### src/hdio_consts.vh
`ifndef HDIO_CONSTS_VH
`define HDIO_CONSTS_VH

// ****************************************************************
// Register byte offsets
// ****************************************************************
`define HDIO_OFS_PATTERN   12'h000
`define HDIO_OFS_CONFIG    12'h004
`define HDIO_OFS_CONTROL   12'h008
`define HDIO_OFS_STATUS    12'h00C
`define HDIO_OFS_CLR_DELAY 12'h010

// ****************************************************************
// Configuration field positions
// ****************************************************************
`define HDIO_CFG_WIDTH3    0
`define HDIO_CFG_L4_ENABLE 1
`define HDIO_CFG_L4_BUSY   2
`define HDIO_CFG_POL_HIGH  3
`define HDIO_CFG_ARM_LO    4
`define HDIO_CFG_ARM_HI    5
`define HDIO_CFG_LOCK_EN   6
`define HDIO_CFG_AUTO_CLR  7

// ****************************************************************
// Control field positions (write one to act)
// ****************************************************************
`define HDIO_CTL_OUT_ON    0
`define HDIO_CTL_OUT_OFF   1
`define HDIO_CTL_CLEAR     2
`define HDIO_CTL_DONE      3
`define HDIO_CTL_BUSY_SET  4
`define HDIO_CTL_BUSY_CLR  5

// ****************************************************************
// Status field positions
// ****************************************************************
`define HDIO_ST_OUT_ON     0
`define HDIO_ST_LOCK_OPEN  1
`define HDIO_ST_LOCK_TRIP  2
`define HDIO_ST_ARMED      3
`define HDIO_ST_BUSY       4

// ****************************************************************
// Reset values and timing
// ****************************************************************
`define HDIO_RST_CONFIG    8'h30
`define HDIO_RST_DELAY     16'h0000
`define HDIO_CLK_NS        25
`define HDIO_DONE_NS       1000
`define HDIO_DONE_CYC      ((`HDIO_DONE_NS + `HDIO_CLK_NS - 1) / `HDIO_CLK_NS)
`define HDIO_TICK_NS       1000
`define HDIO_TICK_CYC      (`HDIO_TICK_NS / `HDIO_CLK_NS)

`endif

### src/hdio_edge_sync.v
// ****************************************************************
// Two-stage synchroniser with edge detection on the settled stage
// ****************************************************************
module hdio_edge_sync
(
    // Clock and reset
    input  wire clk,
    input  wire sys_rst,
    // Asynchronous line and its clean views
    input  wire async_in,
    output reg  level,
    output wire rise,
    output wire fall
);

    reg       meta;
    reg       last;
    reg [2:0] fill;

    // The first stage feeds only the second, so no decision sees a metastable value.
    always @(posedge clk or posedge sys_rst)
    begin
        if (sys_rst)
        begin
            meta  <= 1'b1;
            level <= 1'b1;
            last  <= 1'b1;
            fill  <= 3'b000;
        end
        else
        begin
            meta  <= async_in;
            level <= meta;
            last  <= level;
            fill  <= {fill[1:0], 1'b1};
        end
    end

    // Edges are taken from settled stages only, and only once both hold real samples.
    // The pin may idle at either level, so the reset value must never pose as an edge.
    assign rise = fill[2] & level & ~last;
    assign fall = fill[2] & ~level & last;

endmodule

### src/hdio_port.v
// Operation
// - Four output lines each driven high or low by the programmed pattern.
// - Pattern value maps in binary, line 1 least significant, values 0 to 15.
// - Line 4 may carry a test-done pulse or busy level instead.
// - Falling arm event: a low pulse on start input begins the test.
// - Rising arm event: a high pulse on start input begins the test.
// - Both-edge arm event: either pulse begins the test.
// - With interlock enabled, output turns on only while interlock line low.
// - Interlock line high while enabled turns main output off, high impedance.
// - After shutoff, output returns only on line low plus fresh on request.
// - Port width selectable as three or four bits.
// - Line 4 mode done or busy, with selectable active polarity.
// - Auto-clear returns output lines to cleared state after programmable delay.
// - A setting enables or disables the interlock function.
`include "hdio_consts.vh"

module hdio_port
#(
    parameter DELAY_W = 16
)
(
    // Clock and reset
    input  wire        clk,
    input  wire        sys_rst,
    // AHB-Lite slave
    input  wire        hsel,
    input  wire [11:0] haddr,
    input  wire [1:0]  htrans,
    input  wire        hwrite,
    input  wire [2:0]  hsize,
    input  wire [31:0] hwdata,
    input  wire        hready,
    output wire        hreadyout,
    output wire        hresp,
    output reg  [31:0] hrdata,
    // Handler lines
    output reg  [3:0]  out_lines,
    input  wire        test_start_input,
    input  wire        interlock_n_in,
    // Instrument side
    output reg         test_start_pulse,
    output reg         main_output_on
);

    // ****************************************************************
    // Bus slave
    // ****************************************************************
    // Register state, and the write held over from its address phase.
    reg        wr_pend;
    reg [11:0] wr_addr;
    reg [7:0]  config_r;
    reg [3:0]  pattern;
    reg [DELAY_W-1:0] clr_delay;
    reg        lock_trip;
    reg        busy;
    reg        armed;
    wire       lock_level;
    wire       start_rise;
    wire       start_fall;
    // Control bits act only in the data phase of a write to the control offset.
    wire       addr_ok = hsel & hready & htrans[1];
    wire [5:0] ctl = (wr_pend && wr_addr == `HDIO_OFS_CONTROL) ? hwdata[5:0] : 6'h00;

    // The slave never waits and never errors.
    assign hreadyout = 1'b1;
    assign hresp     = 1'b0;

    // Writes complete in the data phase; reads are registered for the data phase.
    always @(posedge clk or posedge sys_rst)
    begin
        if (sys_rst)
        begin
            wr_pend <= 1'b0;
            wr_addr <= 12'h000;
            hrdata  <= 32'h0000_0000;
        end
        else
        begin
            wr_pend <= addr_ok & hwrite;
            wr_addr <= haddr;
            if (addr_ok && !hwrite)
            begin
                case (haddr)
                    `HDIO_OFS_PATTERN:   hrdata <= {28'h000_0000, pattern};
                    `HDIO_OFS_CONFIG:    hrdata <= {24'h00_0000, config_r};
                    `HDIO_OFS_STATUS:    hrdata <= {27'h000_0000, busy, armed, lock_trip,
                                                    lock_level, main_output_on};
                    `HDIO_OFS_CLR_DELAY: hrdata <= {{(32-DELAY_W){1'b0}}, clr_delay};
                    default:             hrdata <= 32'h0000_0000;
                endcase
            end
        end
    end

    // ****************************************************************
    // Input synchronisers
    // ****************************************************************
    hdio_edge_sync u_start
    (
        .clk      (clk),
        .sys_rst  (sys_rst),
        .async_in (test_start_input),
        .level    (),
        .rise     (start_rise),
        .fall     (start_fall)
    );

    // The interlock needs only its settled level; its edges are left unused.
    hdio_edge_sync u_lock
    (
        .clk      (clk),
        .sys_rst  (sys_rst),
        .async_in (interlock_n_in),
        .level    (lock_level),
        .rise     (),
        .fall     ()
    );

    // ****************************************************************
    // Configuration and pattern registers
    // ****************************************************************
    // Mode decode; the line 4 alternative has no meaning in three-bit mode.
    wire width3 = config_r[`HDIO_CFG_WIDTH3];
    wire l4_alt = config_r[`HDIO_CFG_L4_ENABLE] & ~width3;
    wire pat_wr = wr_pend && wr_addr == `HDIO_OFS_PATTERN;
    // A refused value is ignored entirely: it neither loads nor restarts the clear delay.
    wire pat_ok = pat_wr && hwdata[31:4] == 28'h000_0000 && !(width3 && hwdata[3]);
    reg [DELAY_W-1:0] clr_cnt;
    reg [5:0]  tick_cnt;
    reg        clr_run;

    // An out-of-range value in three-bit mode is refused and the pattern is kept.
    always @(posedge clk or posedge sys_rst)
    begin
        if (sys_rst)
        begin
            config_r  <= `HDIO_RST_CONFIG;
            pattern   <= 4'h0;
            clr_delay <= `HDIO_RST_DELAY;
        end
        else
        begin
            if (wr_pend && wr_addr == `HDIO_OFS_CONFIG)
                config_r <= hwdata[7:0];
            if (wr_pend && wr_addr == `HDIO_OFS_CLR_DELAY)
                clr_delay <= hwdata[DELAY_W-1:0];
            if (pat_ok)
                pattern <= hwdata[3:0];
            else if (ctl[`HDIO_CTL_CLEAR] || (clr_run && clr_cnt == {DELAY_W{1'b0}}
                                               && tick_cnt == 6'd0))
                pattern <= 4'h0;
        end
    end

    // ****************************************************************
    // Auto-clear timer, counted in microsecond ticks
    // ****************************************************************
    // Count limits are cut from full-width integers to the six-bit counters on purpose.
    localparam integer TICK_FULL = `HDIO_TICK_CYC - 1;
    localparam [5:0]   TICK_LAST = TICK_FULL[5:0];

    // A new pattern restarts the delay; it fires once, then idles.
    always @(posedge clk or posedge sys_rst)
    begin
        if (sys_rst)
        begin
            clr_run  <= 1'b0;
            clr_cnt  <= {DELAY_W{1'b0}};
            tick_cnt <= 6'd0;
        end
        else if (pat_ok && config_r[`HDIO_CFG_AUTO_CLR])
        begin
            clr_run  <= 1'b1;
            clr_cnt  <= clr_delay;
            tick_cnt <= TICK_LAST;
        end
        else if (clr_run)
        begin
            if (tick_cnt != 6'd0)
                tick_cnt <= tick_cnt - 6'd1;
            else if (clr_cnt != {DELAY_W{1'b0}})
            begin
                clr_cnt  <= clr_cnt - {{(DELAY_W-1){1'b0}}, 1'b1};
                tick_cnt <= TICK_LAST;
            end
            else
                clr_run <= 1'b0;
        end
    end

    // ****************************************************************
    // Line 4 alternative: done pulse or busy level
    // ****************************************************************
    localparam integer DONE_FULL = `HDIO_DONE_CYC - 1;
    localparam [5:0]   DONE_LAST = DONE_FULL[5:0];
    reg [5:0] done_cnt;
    reg       done_act;

    // The done pulse has a fixed width so the handler always sees it.
    always @(posedge clk or posedge sys_rst)
    begin
        if (sys_rst)
        begin
            done_act <= 1'b0;
            done_cnt <= 6'd0;
            busy     <= 1'b0;
        end
        else
        begin
            if (ctl[`HDIO_CTL_DONE])
            begin
                done_act <= 1'b1;
                done_cnt <= DONE_LAST;
            end
            else if (done_cnt != 6'd0)
                done_cnt <= done_cnt - 6'd1;
            else
                done_act <= 1'b0;
            // Busy set wins over a clear carried in the same write.
            if (ctl[`HDIO_CTL_BUSY_SET])
                busy <= 1'b1;
            else if (ctl[`HDIO_CTL_BUSY_CLR])
                busy <= 1'b0;
        end
    end

    // Line drive, with line 4 optionally handed to the done or busy signal.
    wire l4_act = config_r[`HDIO_CFG_L4_BUSY] ? busy : done_act;
    wire l4_lvl = config_r[`HDIO_CFG_POL_HIGH] ? l4_act : ~l4_act;

    // Lines are registered so the handler never sees decode glitches.
    always @(posedge clk or posedge sys_rst)
    begin
        if (sys_rst)
            out_lines <= 4'h0;
        else
        begin
            out_lines[2:0] <= pattern[2:0];
            out_lines[3]   <= l4_alt ? l4_lvl : (pattern[3] & ~width3);
        end
    end

    // ****************************************************************
    // Start-of-test arm detection
    // ****************************************************************
    wire arm_lo = config_r[`HDIO_CFG_ARM_LO];
    wire arm_hi = config_r[`HDIO_CFG_ARM_HI];
    // A low pulse is seen at its falling edge, a high pulse at its rising edge.
    wire start_hit = (arm_lo & start_fall) | (arm_hi & start_rise);

    // The start pulse is registered and lasts exactly one cycle per detected edge.
    always @(posedge clk or posedge sys_rst)
    begin
        if (sys_rst)
        begin
            test_start_pulse <= 1'b0;
            armed            <= 1'b0;
        end
        else
        begin
            test_start_pulse <= start_hit;
            // Set wins over a simultaneous software clear via done.
            if (start_hit)
                armed <= 1'b1;
            else if (ctl[`HDIO_CTL_DONE])
                armed <= 1'b0;
        end
    end

    // ****************************************************************
    // Main output and fixture interlock
    // ****************************************************************
    // With the interlock disabled the lid line is only reported, never obeyed.
    wire lock_en = config_r[`HDIO_CFG_LOCK_EN];

    // Shutoff takes priority; only a fresh on request after the lid closes restores.
    always @(posedge clk or posedge sys_rst)
    begin
        if (sys_rst)
        begin
            main_output_on <= 1'b0;
            lock_trip      <= 1'b0;
        end
        else if (lock_en && lock_level)
        begin
            main_output_on <= 1'b0;
            lock_trip      <= lock_trip | main_output_on | ctl[`HDIO_CTL_OUT_ON];
        end
        else if (ctl[`HDIO_CTL_OUT_ON])
        begin
            main_output_on <= 1'b1;
            lock_trip      <= 1'b0;
        end
        else if (ctl[`HDIO_CTL_OUT_OFF])
            main_output_on <= 1'b0;
    end

endmodule

### config.mk
export PLATFORM = sky130hd
export DESIGN_NAME = hdio_port
export DESIGN_NICKNAME = d
export VERILOG_FILES = /design/src/hdio_edge_sync.v /design/src/hdio_port.v
export VERILOG_INCLUDE_DIRS = /design/src
export SDC_FILE = /design/constraint.sdc
export NUM_CORES = 1
export LEC_CHECK = 0
export ABC_AREA = 1
export BUFFER_PORTS_ARGS = -buffer_cell sky130_fd_sc_hd__buf_2
export CAP_MARGIN = 30
export CORE_ASPECT_RATIO = 0.9
export CORE_UTILIZATION = 44
export DETAILED_ROUTE_END_ITERATION = 12
export PLACE_DENSITY_LB_ADDON = 0.3
export SYNTH_ARGS = -nofsm -noshare
export SYNTH_HDL_FRONTEND = slang
export SYNTH_SLANG_ARGS = --single-unit
### constraint.sdc
create_clock -name clk -period 3 [get_ports clk]
set_input_delay 0 -clock clk [delete_from_list [all_inputs] [get_ports clk]]
set_output_delay 0 -clock clk [all_outputs]
set_load 0.03 [all_outputs]
# Yosys cells after proc, flatten, opt, wreduce, memory -nomap -nowiden
# Cells that the tools add are included.
dict set report word_totals {
  input_bits 56
  out_inout_bits 40
  regBits 120
  wordCells 118
}
dict set report op_classes {
  bitwise_logic 18
  reduce_logical 34
  n_addsub 3
  n_eq_ne 8
  n_mux 32
}
# op n
set ops {}
lappend ops {{$mux 16} 4}
lappend ops {{$pmux 16 s4} 1}
lappend ops {{$mux 6} 7}
lappend ops {{$logic_not 28->1} 1}
lappend ops {{$eq 12x3->1 const B} 2}
lappend ops {{$eq 12x4->1 const B} 2}
lappend ops {{$eq 12x5->1 const B} 2}
lappend ops {{$logic_not 12->1} 2}
lappend ops {{$mux 1} 18}
lappend ops {{$logic_not 16->1} 1}
lappend ops {{$reduce_bool 16->1} 1}
lappend ops {{$sub 16x1->16 const B} 1}
lappend ops {{$reduce_bool 2->1} 7}
lappend ops {{$logic_and 1x1->1} 12}
lappend ops {{$reduce_bool 6->1} 2}
lappend ops {{$sub 6x1->6 const B} 2}
lappend ops {{$and 1x1->1} 11}
lappend ops {{$mux 4} 2}
lappend ops {{$logic_not 6->1} 1}
lappend ops {{$reduce_bool 3->1} 2}
lappend ops {{$ne 2x2->1 const B} 2}
lappend ops {{$not 1->1} 4}
lappend ops {{$or 1x1->1} 3}
lappend ops {{$reduce_and 3->1} 1}
lappend ops {{other kinds (3)} 4}

# Depth between registers and ports, before layout
dict set report depth {
  word_depth 7
  depth_mapped 11
  depth_no_buf 10
}

# Cells and area by module
# Synthesis repeated with hierarchy kept, for this count alone.
dict set report unflattened {
  cells_unflattened 704
  area_unflattened_um2 5656.7
}
# module area_per_inst_um2 cells_per_inst seq_area_each_um2 instances
set by_module_without_submodules {}
lappend by_module_without_submodules {hdio_port 5303.8 680 2404.8 1}
lappend by_module_without_submodules {hdio_edge_sync 176.4 12 153.9 2}

# Worst setup path after synthesis
# No wires, ideal clock.
dict set report synth_path {
  kind {reg-to-reg}
  start {register wr_addr[7]}
  end {register clr_cnt[4]}
  period_less_slack_ns 1.539
  path_buffers 1
  t_required_ns 2.876
  setup_time_ns 0.124
  stages_incl_launch_ff 9
  arrival_time_ns 1.415
  slack_ns 1.461
  cell_sequence {dfrtp_1 > or2_1 > nor2_4 > nand3_1 > nor2_1 > nand2_1 > buf_2 > nand2_1 > nand3_1}
}
dict set report synth_via {
  elab_chain_len 7
  elab_cells_between_ends 10
  classes_between {1 x eq/ne; 1 x mux; 8 x reduce/logical}
}
# item line_no
set synth_rtl {}
lappend synth_rtl {{start, declared} hdio_port.v:50} ;# reg [11:0] wr_addr;
lappend synth_rtl {{start signal, assigned} hdio_port.v:80} ;# wr_addr <= haddr;
lappend synth_rtl {{$logic_not 12->1 (no source line) *} --}
lappend synth_rtl {{$logic_and 1x1->1 (no source line) *} --}
lappend synth_rtl {{$logic_and 1x1->1 * (2 in series)} hdio_port.v:127} ;# wire pat_ok = pat_wr && hwdata[31:4] == 28'h000_0000 && !(width3 && hwdata[3]);
lappend synth_rtl {{$logic_and 1x1->1 *} hdio_port.v:171} ;# else if (pat_ok && config_r[`HDIO_CFG_AUTO_CLR])
lappend synth_rtl {{$ne 2x2->1 (no source line) / $reduce_bool 2->1 (equally long branches)} --}
lappend synth_rtl {{$reduce_and 3->1 (no source line)} --}
lappend synth_rtl {{end signal, assigned} hdio_port.v:168} ;# clr_cnt <= {DELAY_W{1'b0}};
lappend synth_rtl {{end signal, assigned} hdio_port.v:174} ;# clr_cnt <= clr_delay;
lappend synth_rtl {{end signal, assigned} hdio_port.v:183} ;# clr_cnt <= clr_cnt - {{(DELAY_W-1){1'b0}}, 1'b1};
lappend synth_rtl {{end, declared} hdio_port.v:128} ;# reg [DELAY_W-1:0] clr_cnt;
# Mark *: on every way between the ends. The rest lies on a longest branch, timed or not.
# A chain may end at the register's enable or synchronous reset.

# Final worst setup path
dict set report layout_path {
  start {register clr_cnt[6]}
  end {register clr_cnt[6]}
}
dict set report layout_via {
  elab_chain_len 5
  elab_cells_between_ends 8
  classes_between {1 x add/sub; 4 x mux; 3 x reduce/logical}
}
# item line_no
set layout_rtl {}
lappend layout_rtl {{$sub 16x1->16} hdio_port.v:183}
lappend layout_rtl {{$mux 16} hdio_port.v:181} ;# else if (clr_cnt != {DELAY_W{1'b0}})
lappend layout_rtl {{$mux 16} hdio_port.v:179} ;# if (tick_cnt != 6'd0)
lappend layout_rtl {{$mux 16} hdio_port.v:177} ;# else if (clr_run)
lappend layout_rtl {{$mux 16} hdio_port.v:171}
# Several ways; a longest one is shown, not always the timed one. The select of a mux whose other input is x is not followed.

==> results by stage <==
Synth:
- The count of state elements after synthesis is 104.
- By area the synthesized netlist is led by dfrtp_1, nand2_1, nand3_1.
- Of all flip-flops after synthesis, the portion carrying an async set or reset was 1.000.
- Summed over all instances, the cell type with the most area after synthesis is dfrtp_1.
- The share of the synthesized area in the top cell type is 0.4520.
- The number of different library cells used by synthesis comes to 37.
- After synthesis the cells add up to 5370 sq um.
- In this run, synthesis inferred 0 flip-flops with an integrated enable.
- In this run the mean area of a mapped cell was 7.738 sq um.
- By count the netlist is led by nand2_1, dfrtp_1, nor2_1.
- The count of warnings emitted by yosys is 0.
- The share of synthesized area occupied by flip-flops and latches is 0.4863.
- The most frequently used flop master after synthesis is dfrtp_1.
- Yosys instantiated no cell more often than nand2_1.
- The count of mapped cells out of synthesis is 694.

Placed design:
- At the end of routability-driven placement, the weighted congestion stood at 0.9528.
- The post-DP HPWL is 9802 um.
- The pre-CTS worst setup slack is 0.8839 ns.
- The number of port buffers is 73.

Global route:
- Across every metal layer, demand over resource in global routing totals 0.2228.
- The number of global-route vias before repair was 4548.
- The remaining global-route overflow is 0.
- The initial antenna violation count is 0.
- The largest net degree at the start of global routing is 58.
- The first global-routing pass estimated 22050 um of wire.

Setup path:
- The kind of cell with the highest combined delay along the critical path is simple AND/OR/NAND/NOR gates.
- The worst register-to-register path ends at clr_cnt[6]$_DFFE_PP0P_.
- The category of the critical setup timing path is reg2reg.
- The critical path's slowest cell is dfrtp_1.
- The startpoint of the lowest-slack register-to-register path is clr_cnt[6]$_DFFE_PP0P_.
- Data on the critical path arrives at its endpoint at 2.37 ns.
- Of all nets on the critical path, the largest fanout is 20.
- The largest single stage delay on the critical path is 0.43 ns.
- The kind of launch point of the worst setup path is a flip-flop.
- The critical path goes through nor2_1 -> nand2_1 -> nor2_1 -> nand3_1 -> nand2_1 -> buf_4 -> nor2_1 -> nand2_1 -> nand3_1.
- Counting both buffers and inverters, the worst setup path holds a total of 1.
- The count of cells along the worst register-to-register path is 9.
- For the worst setup path, the data required time is 3.23 ns.
- The worst setup path is captured at a flip-flop.
- The slack of the worst reg-to-reg path is 0.86 ns.

Drt:
- Signal routing reaches up to met4.
- The initial detailed-routing violation count is 355.
- The post-detailed-route via-to-cell ratio is 5.061.
- Dividing the detail-routed wire length by the instance count gives 13.75 um.
- After detailed routing, the number of remaining DRC violations is 0.
- For this block, wires on met1 add up to 6256 um.
- The vias after detailed routing is 4864.
- The wire length on met2 is 5824 um.
- The first detailed-routing pass ran for 5 iterations.
- After detailed routing, the total wire length is 13220 um.
- The detail route stage leaves a number of antenna-violating nets equal to 0.
- Summed over all nets, wire length on met3 after detailed routing comes to 880 um.

Clock tree:
- Clock-pin slew was measured on the worst setup and hold paths at 0.07 ns.
- The number of buffers created by CTS is 9.
- Counting along the longest clock path gives a buffer depth of 2.
- Clock latency on the worst-skew pair, taken at its later pin, is 0.35 ns.
- CTS saw 104 sinks.
- TritonCTS built the clock tree.
- Buffers added to address setup during post-CTS repair amount to 0.
- The tree is rooted in a clkbuf_16.
- The H-tree was split into 3 levels.

Timing:
- The number of hold violations in the final report was 0.
- The clock skew after layout is 0.009347 ns.
- The post-route clock period utilization is 0.7129.
- Headroom to the max-slew limit came out at 0.4447.
- Across all setup checks in the final design, the least slack found is 0.8613 ns.
- Setup violations remaining at the end of the flow were counted as 0.
- The max-slew violation count was 0.
- Setup repair after global routing left no endpoint under its margin.
- For the pin with the worst max-slew slack, the measured transition is 0.8299 ns.
- The final critical delay including setup and external delays is 2.139 ns.
- After routing, the total negative slack on setup checks comes to 0 ns.
- The maximum clock frequency is 467.6 MHz.

Die:
- The initial core utilization is 0.4603.
- The floorplan row count is 37.
- The die covers 12650 sq um.
- For this design the top-level I/O count stands at 96.
- The die is 106.8 um tall.
- The die width is 118.5 um.
- The core region area is 11670 sq um.

Cells and area:
- The filler cell count is 1095.
- The number of antenna diodes in the final layout is 0.
- Of the cells placed in the final design, the portion with a size suffix greater than 1 is 0.1478.
- The total area of multi-input combinational cells is 2384 sq um.
- The final-stage net count is 862.
- The area of all sequential standard cells is 2611 sq um.
- The area growth from synthesis to layout is 20.11%.

Power:
- Dividing total power by cell area gives a power density of 473.5 nW/um^2.
- The worst-case IR drop observed on VDD is 0.3866 mV.
- The leakage power summed over all cells is 3.405 nW.

Worst hold path:
- In this run the most critical hold path is launched from hwdata[3].
- In this run the worst hold path is classified as in2reg.
- The path with the worst hold slack has its endpoint at config_r[3]$_DFFE_PP0P_.
- The hold path depth is 3.

Run:
- Max-cap violations in this run came to 0.

Status:
- The run finished with clean final reports.
power by group:
| group | internal (W) | total [W] | switching (W) |
|---|---|---|---|
| Clock | 0.000656 | 0.00120 | 0.000540 |
| Sequential | 0.00147 | 0.00150 | 0.0000327 |
| Combinational | 0.000135 | 0.000355 | 0.000220 |
placed cells by master (no fill, tap or decap), types with 3 or more instances in the layout:
master	Yosys	layout
conb_1	2	19
o21ai_0	46	46
buf_4	20	5
inv_1	59	58
dlygate4sd3_1	0	32
xnor2_1	4	4
a21oi_1	13	13
nand2_2	3	3
nand3_1	92	92
dfstp_2	7	7
ha_1	6	6
or2_2	6	6
nand2_1	181	181
o21ai_1	4	4
nor2_1	95	95
nor2_4	3	3
buf_2	5	73
xor2_1	4	4
nand4_1	16	16
dfrtp_1	97	97
clkbuf_16	0	9
nor3_1	5	5
nand3b_1	3	3
flip-flops by register name (all words and copies together) (netlist names), 3 cells and up:
signal,count
clr_cnt,16
clr_delay,16
hrdata,16
wr_addr,12
config_r,8
done_cnt,6
tick_cnt,6
out_lines,4
pattern,4
u_start.fill,3
timing repair:
item                                    in CTS  in global routing
endpoints found under the setup margin       0                  0
gates resized for setup                      0                  0
hold endpoints to repair                    89                  0
hold buffers                                32                  0
logic make-up (layout without fill, tap and decap cells):
| family | count (synthesis) | count (layout) | share of synthesized area |
|---|---|---|---|
| buf+inv | 93 | 187 | 0.08178 |
| compound gates | 71 | 71 | 0.06990 |
| simple gates | 410 | 410 | 0.3336 |
| other cells | 2 | 19 | 0.001398 |
| flops | 104 | 104 | 0.4863 |
| fa+ha+maj | 6 | 6 | 0.01398 |
| xor+xnor | 8 | 8 | 0.01305 |
tightest hold or removal path, stage by stage:
cell and delay [ns]:
buf_2 0.12, inv_1 0.11, o21ai_0 0.10
worst max path at each step:
stage / end / startpoint / slack, ns / cells past startpoint
after floorplan: armed$_DFFE_PP0P_ / sys_rst / 0.28 / 1
after global placement: clr_cnt[7]$_DFFE_PP0P_ / clr_cnt[6]$_DFFE_PP0P_ / 0.98 / 9
after detailed placement: clr_cnt[6]$_DFFE_PP0P_ / clr_cnt[6]$_DFFE_PP0P_ / 0.88 / 9
after CTS: clr_cnt[6]$_DFFE_PP0P_ / clr_cnt[6]$_DFFE_PP0P_ / 0.88 / 9
after global routing: clr_cnt[6]$_DFFE_PP0P_ / clr_cnt[8]$_DFFE_PP0P_ / 0.68 / 9
final: clr_cnt[6]$_DFFE_PP0P_ / clr_cnt[6]$_DFFE_PP0P_ / 0.86 / 9
area by class of cell:
type,count,share of cell area
Sequential cell,104,0.4048
Multi-Input combinational cell,514,0.3695
Timing Repair Buffer,110,0.1121
Inverter,61,0.03608
Clock buffer,9,0.03492
Tap cell,156,0.03026
Clock inverter,7,0.01222
metrics by stage:
stage	power [W]	hold slack [ns]	utilization	cell area, sq um	cells
floorplan	0.001771	0.004478	-	5434	711
global placement	0.001842	0.1044	0.4994	5826	913
detailed placement	0.001853	0.1075	0.4994	5826	913
CTS	0.003075	0.01739	0.5529	6450	961
global route	0.003196	0.04127	0.5529	6450	961
finish	0.003054	0.03760	0.5529	6450	961
routing by layer:
layer / track usage / up-vias
met5: 0 / -
met4: 0.07324 / 0
met3: 0.04468 / 19
met2: 0.3559 / 169
met1: 0.3050 / 2265
li1: - / 2411
No activity file was read; power rests on OpenSTA's default activity.
